===== config.mk =====
export PLATFORM = sky130hd
export DESIGN_NAME = dsp_interrupt_control_block
export DESIGN_NICKNAME = d
export VERILOG_FILES = /design/src/hw/irq_ctl_pkg.sv /design/src/hw/event_timer.sv /design/src/hw/dsp_interrupt_control_block.sv
export SDC_FILE = /design/constraint.sdc
export NUM_CORES = 1
export LEC_CHECK = 0
export ABC_CLOCK_PERIOD_IN_PS = 2600
export BUFFER_PORTS_ARGS = -buffer_cell sky130_fd_sc_hd__buf_2
export CAP_MARGIN = 20
export CORE_UTILIZATION = 55
export DETAILED_ROUTE_END_ITERATION = 7
export GPL_ROUTABILITY_DRIVEN = 0
export PLACE_DENSITY = 0.76
export SYNTH_ARGS = -nofsm -noshare
export SYNTH_HDL_FRONTEND = slang
export SYNTH_SLANG_ARGS = --single-unit

===== constraint.sdc =====
create_clock -name i_sys_clk -period 2.6 [get_ports i_sys_clk]
set_input_delay 0.52 -clock i_sys_clk [delete_from_list [all_inputs] [get_ports i_sys_clk]]
set_output_delay 0.52 -clock i_sys_clk [all_outputs]
set_load 0.005 [all_outputs]

===== src/hw/irq_ctl_pkg.sv =====
// Package of constants and types for the DSP interrupt control block
//
// Overview of operation
// - Drive two interrupt lines to the core; servo-sector line has top priority.
// - Servo-sector line ORs search, acquisition, burst and setpoint-on when each enabled.
// - General line ORs all other enabled sources, never the four servo-sector ones.
// - Mask bit one lets its source reach a line; zero blocks it. Shock has no writable mask bit and always reaches the general line.
// - All sources are edge detected except shock, which acts on high level.
// - External source is raised by a falling edge on the external pin.
// - Mask and pending share fixed bit positions, all reset to zero.
// - In mask and pending, bits 15:12 and bit 6 ignore writes and read zero.
// - A source event sets its pending bit, which stays set until serviced.
// - Writing one to a pending bit clears it back to zero.
// - Pending bits set regardless of mask register or core masking.
// - Timer event fires on a tick at count zero, which reloads a periodic count and halts a single shot.
package irq_ctl_pkg;

    // -------------------------------------------------------------
    // Register map (word addresses on the plain register port)
    // -------------------------------------------------------------
    localparam int          ADDR_W                 = 8;
    localparam int          DATA_W                 = 16;
    localparam logic [7:0]  OFFS_ENABLE_MASK       = 8'h00;
    localparam logic [7:0]  OFFS_PENDING_FLAGS     = 8'h01;
    localparam logic [7:0]  OFFS_TIMER_CONTROL     = 8'h02;
    localparam logic [7:0]  OFFS_TIMER_INITIAL     = 8'h03;
    localparam logic [7:0]  OFFS_TIMER_CURRENT     = 8'h04;

    // -------------------------------------------------------------
    // Bit positions of sources in mask and pending
    // -------------------------------------------------------------
    localparam int          BIT_SERIAL_TX          = 0;
    localparam int          BIT_SERIAL_RX          = 1;
    localparam int          BIT_TIMER_ZERO         = 2;
    localparam int          BIT_COMMAND_DONE       = 3;
    localparam int          BIT_EXTERNAL           = 4;
    localparam int          BIT_SPINDLE            = 5;
    localparam int          BIT_SHOCK              = 7;
    localparam int          BIT_SEARCH_WINDOW      = 8;
    localparam int          BIT_ACQUISITION        = 9;
    localparam int          BIT_BURST              = 10;
    localparam int          BIT_SETPOINT_ON        = 11;

    localparam logic [15:0] WRITABLE_BITS          = 16'h0f3f;
    localparam logic [15:0] SERVO_SECTOR_BITS      = 16'h0f00;
    localparam logic [15:0] GENERAL_BITS           = 16'h003f;
    localparam logic [15:0] MASK_RESET             = 16'h0000;
    localparam logic [15:0] PENDING_RESET          = 16'h0000;

    // -------------------------------------------------------------
    // Timer control layout and reset values
    // -------------------------------------------------------------
    localparam int          TCTL_PERIODIC          = 8;
    localparam int          TCTL_RUN               = 7;
    localparam int          TCTL_PRESCALE_MSB      = 6;
    localparam logic [15:0] TCTL_WRITABLE          = 16'h01ff;
    localparam logic [15:0] TCTL_RESET             = 16'h0000;
    localparam logic [15:0] TINIT_RESET            = 16'h0000;
    localparam logic [15:0] TCOUNT_RESET           = 16'h0000;
    localparam logic        EXT_PIN_IDLE           = 1'b1;

    // -------------------------------------------------------------
    // Carriers
    // -------------------------------------------------------------
    typedef struct packed {
        logic [7:0]  addr;
        logic [15:0] wdata;
        logic        wr;
        logic        rd;
    } reg_req_t;

    typedef struct packed {
        logic setpoint_on_source;
        logic burst_seq;
        logic acq_seq;
        logic search_window_open;
        logic shock;
        logic spindle;
        logic command_done;
        logic serial_rx;
        logic serial_tx;
    } src_levels_t;

    typedef struct packed {
        logic       periodic;
        logic [6:0] prescale;
    } timer_cfg_t;

endpackage


===== src/hw/event_timer.sv =====
// Down-counting timer that raises the timer-zero event
`timescale 1ns/1ns
module event_timer #(
    parameter int COUNT_W    = 16,
    parameter int PRESCALE_W = 7
) (
    input  wire logic                          i_sys_clk,
    input  wire logic                          i_rst_b,
    input  wire irq_ctl_pkg::timer_cfg_t       i_cfg,
    input  wire logic                          i_run,
    input  wire logic                          i_start,
    input  wire logic [COUNT_W-1:0]            i_initial,
    output logic      [COUNT_W-1:0]            o_count,
    output logic                               o_zero_event,
    output logic                               o_stop
);
    generate
        if (COUNT_W != 16 || PRESCALE_W != 7) begin : g_bad_width
            $error("event_timer widths must match the register layout");
        end
    endgenerate

    logic [PRESCALE_W-1:0] div_reg;
    logic [PRESCALE_W-1:0] div_next;
    logic [COUNT_W-1:0]    count_next;
    // A single shot that just stopped must not tick again while its run bit
    // is being cleared, or the zero event would fire a second time.
    wire                   tick    = i_run && !o_stop && (div_reg == i_cfg.prescale);
    wire                   at_zero = (o_count == '0);

    // Zero reached: periodic reloads, single shot halts
    assign div_next   = (i_start || tick || !i_run) ? '0 : div_reg + 1'b1;
    assign count_next = i_start ? i_initial :
                        !tick   ? o_count :
                        at_zero ? (i_cfg.periodic ? i_initial : o_count) :
                        o_count - 1'b1;

    always_ff @(posedge i_sys_clk or negedge i_rst_b) begin
        if (!i_rst_b) begin
            div_reg      <= '0;
            o_count      <= '0;
            o_zero_event <= 1'b0;
            o_stop       <= 1'b0;
        end else begin
            div_reg      <= div_next;
            o_count      <= count_next;
            o_zero_event <= tick && at_zero && !i_start;
            o_stop       <= tick && at_zero && !i_start && !i_cfg.periodic;
        end
    end
endmodule


===== src/hw/dsp_interrupt_control_block.sv =====
// Interrupt control block: pending and mask registers, two lines to the DSP
//
// The implementer's own choices: the address map and the address-and-strobe port.
`timescale 1ns/1ns
module dsp_interrupt_control_block (
    input  wire logic                       i_sys_clk,
    input  wire logic                       i_rst_b,
    input  wire irq_ctl_pkg::reg_req_t      i_req,
    input  wire irq_ctl_pkg::src_levels_t   i_src,
    input  wire logic                       i_external_irq_pin,
    output logic [15:0]                     o_rd_data,
    output logic                            o_servo_sector_irq_line,
    output logic                            o_general_irq_line
);

    // ------------------------------------------------------------------
    // Register storage
    // ------------------------------------------------------------------
    logic [15:0]                 enable_mask_reg;
    logic [15:0]                 enable_mask_next;
    logic [15:0]                 pending_flags_reg;
    logic [15:0]                 pending_flags_next;
    logic [15:0]                 timer_ctl_reg;
    logic [15:0]                 timer_ctl_next;
    logic [15:0]                 timer_init_reg;
    logic [15:0]                 timer_init_next;
    logic [15:0]                 rd_data_next;

    // ------------------------------------------------------------------
    // Edge detection state
    // ------------------------------------------------------------------
    irq_ctl_pkg::src_levels_t    src_prev_reg;
    logic                        ext_pin_prev_reg;
    logic                        shock_level_reg;

    // ------------------------------------------------------------------
    // Timer connections
    // ------------------------------------------------------------------
    logic [15:0]                 timer_count;
    logic                        timer_zero_event;
    logic                        timer_stop;
    irq_ctl_pkg::timer_cfg_t     timer_cfg;

    // ------------------------------------------------------------------
    // Address decode
    // ------------------------------------------------------------------
    wire hit_mask    = (i_req.addr == irq_ctl_pkg::OFFS_ENABLE_MASK);
    wire hit_pending = (i_req.addr == irq_ctl_pkg::OFFS_PENDING_FLAGS);
    wire hit_tctl    = (i_req.addr == irq_ctl_pkg::OFFS_TIMER_CONTROL);
    wire hit_tinit   = (i_req.addr == irq_ctl_pkg::OFFS_TIMER_INITIAL);
    wire hit_tcount  = (i_req.addr == irq_ctl_pkg::OFFS_TIMER_CURRENT);

    wire wr_mask     = i_req.wr && hit_mask;
    wire wr_pending  = i_req.wr && hit_pending;
    wire wr_tctl     = i_req.wr && hit_tctl;
    wire wr_tinit    = i_req.wr && hit_tinit;

    // Merge a write into a stored value, keeping bits that are not writable
    function automatic logic [15:0] merge_write(input logic [15:0] old_val,
                                                input logic [15:0] new_val,
                                                input logic [15:0] writable);
        merge_write = (old_val & ~writable) | (new_val & writable);
    endfunction

    // ------------------------------------------------------------------
    // Source event detection
    // ------------------------------------------------------------------
    // Peripheral requests are levels; only their rising edge counts, so a
    // source that stays high does not refill a bit software just cleared.
    wire [8:0] src_rise  = i_src & ~src_prev_reg;

    // The external pin is idle high and requests on its falling edge
    wire       ext_fall  = ext_pin_prev_reg && !i_external_irq_pin;

    logic [15:0] event_bits;
    always_comb begin
        event_bits                                      = 16'h0000;
        event_bits[irq_ctl_pkg::BIT_SERIAL_TX]          = src_rise[0];
        event_bits[irq_ctl_pkg::BIT_SERIAL_RX]          = src_rise[1];
        event_bits[irq_ctl_pkg::BIT_TIMER_ZERO]         = timer_zero_event;
        event_bits[irq_ctl_pkg::BIT_COMMAND_DONE]       = src_rise[2];
        event_bits[irq_ctl_pkg::BIT_EXTERNAL]           = ext_fall;
        event_bits[irq_ctl_pkg::BIT_SPINDLE]            = src_rise[3];
        event_bits[irq_ctl_pkg::BIT_SEARCH_WINDOW]      = src_rise[5];
        event_bits[irq_ctl_pkg::BIT_ACQUISITION]        = src_rise[6];
        event_bits[irq_ctl_pkg::BIT_BURST]              = src_rise[7];
        event_bits[irq_ctl_pkg::BIT_SETPOINT_ON]        = src_rise[8];
    end

    // ------------------------------------------------------------------
    // Mask register
    // ------------------------------------------------------------------
    // Shock bit and reserved bits are held at zero by the writable mask
    assign enable_mask_next = wr_mask ?
        merge_write(enable_mask_reg, i_req.wdata, irq_ctl_pkg::WRITABLE_BITS) :
        enable_mask_reg;

    // ------------------------------------------------------------------
    // Pending register
    // ------------------------------------------------------------------
    // Clear only where a one is written; zeros leave bits alone. Events are
    // ORed in after the clear so a simultaneous event is never lost. The
    // mask takes no part here, so masked sources still leave a record.
    wire [15:0] clear_bits = wr_pending ?
                             (i_req.wdata & irq_ctl_pkg::WRITABLE_BITS) :
                             16'h0000;

    assign pending_flags_next =
        ((pending_flags_reg & ~clear_bits) | event_bits)
        & irq_ctl_pkg::WRITABLE_BITS;

    // Shock is a live level, not a latched record
    wire [15:0] pending_view = pending_flags_reg
        | (16'(shock_level_reg) << irq_ctl_pkg::BIT_SHOCK);

    // ------------------------------------------------------------------
    // Timer registers
    // ------------------------------------------------------------------
    wire       run_written = wr_tctl && i_req.wdata[irq_ctl_pkg::TCTL_RUN];
    wire       timer_start = run_written && !timer_ctl_reg[irq_ctl_pkg::TCTL_RUN];
    logic [15:0] tctl_written;

    assign tctl_written = wr_tctl ?
        merge_write(timer_ctl_reg, i_req.wdata, irq_ctl_pkg::TCTL_WRITABLE) :
        timer_ctl_reg;

    // A software write wins over the single-shot self stop in the same cycle
    assign timer_ctl_next = (timer_stop && !wr_tctl) ?
        (timer_ctl_reg & ~(16'h0001 << irq_ctl_pkg::TCTL_RUN)) :
        tctl_written;

    assign timer_init_next = wr_tinit ? i_req.wdata : timer_init_reg;

    assign timer_cfg.periodic = timer_ctl_reg[irq_ctl_pkg::TCTL_PERIODIC];
    assign timer_cfg.prescale = timer_ctl_reg[irq_ctl_pkg::TCTL_PRESCALE_MSB:0];

    event_timer #(
        .COUNT_W      (16),
        .PRESCALE_W   (7)
    ) u_timer (
        .i_sys_clk    (i_sys_clk),
        .i_rst_b      (i_rst_b),
        .i_cfg        (timer_cfg),
        .i_run        (timer_ctl_reg[irq_ctl_pkg::TCTL_RUN]),
        .i_start      (timer_start),
        .i_initial    (timer_init_reg),
        .o_count      (timer_count),
        .o_zero_event (timer_zero_event),
        .o_stop       (timer_stop)
    );

    // ------------------------------------------------------------------
    // Read path
    // ------------------------------------------------------------------
    // Unmapped addresses read zero
    always_comb begin
        if (hit_mask) begin
            rd_data_next = enable_mask_reg;
        end else if (hit_pending) begin
            rd_data_next = pending_view;
        end else if (hit_tctl) begin
            rd_data_next = timer_ctl_reg;
        end else if (hit_tinit) begin
            rd_data_next = timer_init_reg;
        end else if (hit_tcount) begin
            rd_data_next = timer_count;
        end else begin
            rd_data_next = 16'h0000;
        end
    end

    // ------------------------------------------------------------------
    // Interrupt lines
    // ------------------------------------------------------------------
    // Priority between the two lines is resolved inside the core; this block
    // only keeps them separate so the servo line is never delayed by others.
    wire [15:0] enabled_pending = pending_flags_reg & enable_mask_reg;
    wire        servo_next   = |(enabled_pending & irq_ctl_pkg::SERVO_SECTOR_BITS);
    // Shock has no writable enable, so it reaches the general line directly
    wire        general_next = |(enabled_pending & irq_ctl_pkg::GENERAL_BITS)
                               | shock_level_reg;

    // ------------------------------------------------------------------
    // State update
    // ------------------------------------------------------------------
    always_ff @(posedge i_sys_clk or negedge i_rst_b) begin
        if (!i_rst_b) begin
            enable_mask_reg   <= irq_ctl_pkg::MASK_RESET;
            pending_flags_reg <= irq_ctl_pkg::PENDING_RESET;
            timer_ctl_reg     <= irq_ctl_pkg::TCTL_RESET;
            timer_init_reg    <= irq_ctl_pkg::TINIT_RESET;
        end else begin
            enable_mask_reg   <= enable_mask_next;
            pending_flags_reg <= pending_flags_next;
            timer_ctl_reg     <= timer_ctl_next;
            timer_init_reg    <= timer_init_next;
        end
    end

    always_ff @(posedge i_sys_clk or negedge i_rst_b) begin
        if (!i_rst_b) begin
            src_prev_reg     <= '0;
            ext_pin_prev_reg <= irq_ctl_pkg::EXT_PIN_IDLE;
            shock_level_reg  <= 1'b0;
        end else begin
            src_prev_reg     <= i_src;
            ext_pin_prev_reg <= i_external_irq_pin;
            shock_level_reg  <= i_src.shock;
        end
    end

    always_ff @(posedge i_sys_clk or negedge i_rst_b) begin
        if (!i_rst_b) begin
            o_rd_data               <= 16'h0000;
            o_servo_sector_irq_line <= 1'b0;
            o_general_irq_line      <= 1'b0;
        end else begin
            o_rd_data               <= i_req.rd ? rd_data_next : 16'h0000;
            o_servo_sector_irq_line <= servo_next;
            o_general_irq_line      <= general_next;
        end
    end

endmodule


## Word-level counts from Yosys, hierarchy flattened

Index checks and enable logic that the tools add are counted.

- Add/sub/neg operators: 2
- Multiply operators: 0
- Div/mod/pow operators: 0
- Magnitude comparators: 0
- Equality and inequality tests: 6
- Shift operators: 0
- Muxes and demuxes: 14
- Bitwise gates (word level): 11
- Reductions and logical operators: 29

Operators with widths:

| kind | number |
|---|---|
| 16-bit 2-to-1 mux | 10 |
| 12-bit bitwise AND | 2 |
| 8-bit by 2-bit equality test with 1-bit output, second input constant | 2 |
| 16-bit logical NOT | 1 |
| 8-bit 2-to-1 mux | 2 |
| 16-bit by 12-bit bitwise OR with 16-bit output | 1 |
| 16-bit by 9-bit bitwise OR with 16-bit output | 1 |
| 16-bit by 1-bit subtractor with 16-bit output, second input constant | 1 |
| 1-bit logical AND | 13 |
| 12-bit 2-to-1 mux | 1 |
| 12-bit inverter | 1 |
| 12-bit bitwise OR | 1 |
| 12-bit by 8-bit bitwise OR with 12-bit output | 1 |
| 9-bit bitwise AND | 1 |
| 9-bit inverter | 1 |
| 8-bit by 1-bit equality test with 1-bit output, second input constant | 1 |
| 8-bit by 3-bit equality test with 1-bit output, second input constant | 1 |
| 8-bit logical NOT | 1 |
| 7-bit by 1-bit adder with 7-bit output, second input constant | 1 |
| 7-bit equality test | 1 |
| 7-bit 2-to-1 mux | 1 |
| 1-bit logical NOT | 6 |
| 6-bit OR reduction | 1 |
| 2-bit AND reduction | 2 |
| 6 further kinds | 8 |

- Flip-flop bits (word level): 111
- Bits in latches: 0
- Bits in writable memories: 0
- ROM bits: 0
- Bits of input ports: 38
- Output and inout bits: 18
- Word-level logic and storage cells: 84
- Memories kept: 0

## Depth between registers and ports, before layout

- Depth after elaboration: 7
- Depth in mapped cells: 9
- Depth with buffers taken out: 8

## Modules after synthesis

Synthesis repeated with hierarchy kept, for this count alone.

- Cells, all modules: 441
- Area, all modules: 4809.6 µm²

Modules (own cells, without submodules):

| module | times used | cells an instance | area each (µm²) | sequential area each (µm²) |
|---|---|---|---|---|
| dsp_interrupt_control_block | 1 | 265 | 3213.1 | 1828.0 |
| event_timer | 1 | 176 | 1596.5 | 625.6 |

## Worst setup path after synthesis

OpenSTA, ideal clock, no wires.

- Path kind: input to register
- From: input i_req[23] (netlist name)
- To: register o_rd_data[1]
- Setup time: 0.141 ns
- Data arrival time: 2.003 ns
- Required time: 2.459 ns
- Path slack: 0.457 ns
- Stages: 7
- Path buffers: 2
- Cell sequence: or2_1 or4_1 buf_6 or3_1 buf_2 o221ai_1 a21oi_1

- Longest elaborated chain between the ends: 7
- Elaborated cells between the ends (all ways): 11
- Classes of those cells: eq/ne (4); mux (6); reduce/logical (1)

Ends and longest elaborated chain:

| element | RTL line | text |
|---|---|---|
| start: declaration | dsp_interrupt_control_block.sv:8 | `input wire irq_ctl_pkg::reg_req_t i_req,` |
| 8-bit by 3-bit equality test with 1-bit output | dsp_interrupt_control_block.sv:51 | `wire hit_tcount = (i_req.addr == irq_ctl_pkg::OFFS_TIMER_CURRENT);` |
| 16-bit 2-to-1 mux | dsp_interrupt_control_block.sv:165 | `end else if (hit_tcount) begin` |
| 16-bit 2-to-1 mux | dsp_interrupt_control_block.sv:163 | `end else if (hit_tinit) begin` |
| 16-bit 2-to-1 mux | dsp_interrupt_control_block.sv:161 | `end else if (hit_tctl) begin` |
| 16-bit 2-to-1 mux | dsp_interrupt_control_block.sv:159 | `end else if (hit_pending) begin` |
| 16-bit 2-to-1 mux (*) | dsp_interrupt_control_block.sv:157 | `if (hit_mask) begin` |
| 16-bit 2-to-1 mux (*) | dsp_interrupt_control_block.sv:218 | `o_rd_data <= i_req.rd ? rd_data_next : 16'h0000;` |
| end signal: assignment | dsp_interrupt_control_block.sv:218 |  |
| end: declaration | dsp_interrupt_control_block.sv:11 | `output logic [15:0] o_rd_data,` |

Every way passes the cells marked *; elsewhere a longest branch is shown, timed or not.
A chain may end at the register's enable or synchronous reset.

## Worst setup path in the final report

- From: register u_timer.div_reg[5]
- To: register u_timer.o_count[13]

- Longest elaborated chain between the ends: 4

Ends and longest elaborated chain:

| element | RTL line | text |
|---|---|---|
| start: declaration | event_timer.sv:23 | `logic [PRESCALE_W-1:0] div_reg;` |
| start signal: assignment | event_timer.sv:45 | `div_reg <= div_next;` |
| 7-bit equality test | event_timer.sv:28 | `wire tick = i_run && !o_stop && (div_reg == i_cfg.prescale);` |
| 1-bit logical AND | event_timer.sv:28 |  |
| 2-bit nonzero test (no source line) | -- |  |
| 2-bit AND reduction (no source line) | -- |  |
| end signal: assignment | event_timer.sv:46 | `o_count <= count_next;` |
| end: declaration | event_timer.sv:13 | `output logic [COUNT_W-1:0] o_count,` |

No other way between the ends.

==> results.cfg <==
[cts]
clk_root_buffer_cell = sky130_fd_sc_hd__clkbuf_8
clkSlewWorstSetupHoldPaths_ns = 0.10
cts.path.max_buffers = 2
tritoncts.num_buffers = 9
hold_buffers = 0
clkLatencyLatePin_ns = 0.37
cts_max_level = 3
clkSinkCount = 98
cts_tree = done

[floorplanning]
boundaryPins = 56
initial_utilization = 0.569
core_area_um2 = 8260
floorplan.die_area_um2 = 8910
core.rowCount = 33
die_w_um = 94.4
dieHeight_um = 94.4

[timing]
hold_ws_ns = 0.136
post_route_clock_period_utilization = 0.937
fin_tns_setup_ns = 0
slew-limit-headroom = 0.468
clock-skew-final_ns = 0.00826
max_clock_freq_ghz = 0.410
final_max_slew_viol_count = 0
tightest_slew_ns = 0.797
smallest_setup_slack_after_layout_ns = 0.163
grt_setup_unrepaired = false
layout_min_cycle_time_ns = 2.44
final-setup-viol-count = 0
finalHoldViolations = 0

[yosys]
ys_warn_count = 0
synth_fa_ha_area_frac = 0.00799
post_synth_mux_area_share = 0.0839
syn-mean-instance-area_um2 = 10.7
synth_top_cell_area_share = 0.517
synth_top_family_by_area = compound AO/OA/AOI/OAI gates
synth_xor_area_frac = 0.0224
synth.ff_latch_count = 98
synth_cell_type_count = 65
synth.top_cells.by_area = sky130_fd_sc_hd__dfrtp_1, sky130_fd_sc_hd__mux2_2, sky130_fd_sc_hd__a21oi_1
synth_top_cell_by_area = sky130_fd_sc_hd__dfrtp_1
sequential_area_share_after_synthesis = 0.522
postSynth.asyncResetShare = 1.00
synth_top_flop_cell = sky130_fd_sc_hd__dfrtp_1
syn-cell-area_um2 = 4700
dominant_cell_by_count_in_the_synthesized_netlist = sky130_fd_sc_hd__dfrtp_1
post_synth_and_or_nand_nor_area_fraction = 0.156
synth_enable_flop_cells = 0
synth_commonest_cells = sky130_fd_sc_hd__dfrtp_1, sky130_fd_sc_hd__nand2_1, sky130_fd_sc_hd__mux2_2, sky130_fd_sc_hd__nor2_1, sky130_fd_sc_hd__a21oi_1
area_fraction_in_compound_gates_after_synthesis = 0.170
synthesis.nets = 482
syn_inst = 441

[place]
io_buffer_count = 55
hpwl_um = 8330
dpl_worst_slack_ns = 0.130

[layout]
layout.filler_cells = 686
final-seq-area_um2 = 2450
drive_gt1_frac = 0.266
area_taken_by_multi_input_logic_gates_um2 = 2070
fin_nets = 547
final_core_utilization = 0.650
synthToLayoutAreaGrowth_pct = 14.2
n_antenna_cell = 0

[detailed_routing]
drc = 0
via_count = 3807
initialDrtViolationCount = 336
drt-vias-per-instance = 6.18
routed_wirelength_um = 11500
number_of_detailed_routing_iterations_run_before_antenna_repair = 5
post_drt_wl_per_cell_um = 18.7
drtAntennaViolNets = 0

[global_routing]
gr-usage-all-layers = 0.285
grt_first_pass_wirelength_um = 19000
grt_pass1_vias = 3718
grt_antenna_before_repair = 0
largest_net_degree_at_the_start_of_global_routing = 47
grt.overflow.total = 0

[critical_path]
path_max_fanout = 17
crit_path_kind = flip-flop to flip-flop
setup.reg_to_reg.worst_slack_ns = 0.16
required_ns = 2.86
cpMaxStageDelayCell = sky130_fd_sc_hd__o21ai_2
worstPathCellList = xor2_1, nor4_1, nand4_1, o21ai_2, nand2_1, o2bb2ai_1
crit_path_max_incr_delay_ns = 0.71
crit_path_end_kind = flip-flop
worstSetupStartpointType = flip-flop
critical_path_arrival_ns = 2.70

[job]
cap_violations = 0

[pwr]
power_density_nw_per_um2 = 557
fin_total_pwr_uw = 2990
vdd_drop_max_mv = 0.341
p_leak_uw = 0.00257

[status]
run_status = finished, final reports clean

[hold_path]
worstHoldPathType = input port to async pin
[power breakdown]
| part | internal [µW] | switching [µW] | total [µW] |
|---|---|---|---|
| registers | 1590 | 76.4 | 1660 |
| logic | 122 | 165 | 287 |
| clock network | 462 | 577 | 1040 |
[layer usage]
| metal | wire length, µm | GRT usage | up-vias | share of wire |
|---|---|---|---|---|
| met2 | 5430 | 0.444 | 157 | 0.47 |
| met1 | 5080 | 0.389 | 1877 | 0.44 |
| met3 | 627 | 0.0499 | 32 | 0.054 |
| li1 | - | - | 1741 | - |
| met5 | 0 | 0 | - | 0 |
| met4 | 381 | 0.138 | 0 | 0.033 |
[through the flow]
step                      cell area [µm²]  cells
after floorplan                      4700    441
after global placement               5150    600
after detailed placement             5150    600
after CTS                            5360    616
after global routing                 5360    616
final                                5360    616
[worst paths after layout]
| path | startpoint | end | cells after the start |
|---|---|---|---|
| setup / recovery | u_timer.div_reg[5]$_DFF_PN0_ | u_timer.o_count[13]$_DFFE_PN0P_ | 6 |
| hold / removal | i_rst_b | o_rd_data[12]$_DFF_PN0_ | 1 |
| setup reg to reg | u_timer.div_reg[5]$_DFF_PN0_ | u_timer.o_count[13]$_DFFE_PN0P_ | 6 |
| hold reg to reg | u_timer.div_reg[0]$_DFF_PN0_ | u_timer.div_reg[0]$_DFF_PN0_ | 1 |
| max in group asynchronous | i_rst_b | ext_pin_prev_reg$_DFF_PN1_ | 2 |
| min in group i_sys_clk | i_src[4] | shock_level_reg$_DFF_PN0_ | 1 |
[critical path, delay by kind of cell (launching register included)]
family,cells,cell delay (ns)
AND/OR/NAND/NOR,3,0.81
AO/OA/AOI/OAI,2,0.88
flip-flops,1,0.44
XOR/XNOR,1,0.19
[cell usage in the layout, fill, tap and decap left out, types with 5 or more instances in the layout]
master,netlist,routed
sky130_fd_sc_hd__xor2_1,8,8
sky130_fd_sc_hd__a22o_1,10,10
sky130_fd_sc_hd__dfrtp_1,97,97
sky130_fd_sc_hd__o221ai_1,6,6
sky130_fd_sc_hd__clkbuf_8,1,9
sky130_fd_sc_hd__and2_1,6,6
sky130_fd_sc_hd__nor2_1,33,32
sky130_fd_sc_hd__buf_4,1,16
sky130_fd_sc_hd__o21ai_0,21,21
sky130_fd_sc_hd__nand2_1,41,41
sky130_fd_sc_hd__nor4_1,8,8
sky130_fd_sc_hd__inv_1,18,18
sky130_fd_sc_hd__a21oi_1,31,31
sky130_fd_sc_hd__mux2_2,35,35
sky130_fd_sc_hd__buf_2,6,54
sky130_fd_sc_hd__nand3_1,13,13
sky130_fd_sc_hd__a22oi_1,9,9
sky130_fd_sc_hd__and3_1,5,5
sky130_fd_sc_hd__a211o_1,5,5
[final cells by class]
cell class,count,share of cell area
flip-flops and latches,98,0.457
clock inverters,7,0.0154
clock buffers,9,0.0231
repair buffers,72,0.0802
inverters,18,0.0126
well taps,105,0.0245
multi-input cells,307,0.387
[logic make-up after synthesis]
family          after synthesis
fa+ha+maj                     3
simple gates                140
compound gates              117
flops                        98
buf+inv                      36
mux                          35
xor+xnor                     12
[repair_timing]
| action | in CTS | in global routing |
|---|---|---|
| gates resized for setup | 0 | 1 |
| buffers inserted | 0 | 0 |
| endpoints found under the setup margin | 0 | 2 |
Power figures use the tool's default switching activity.
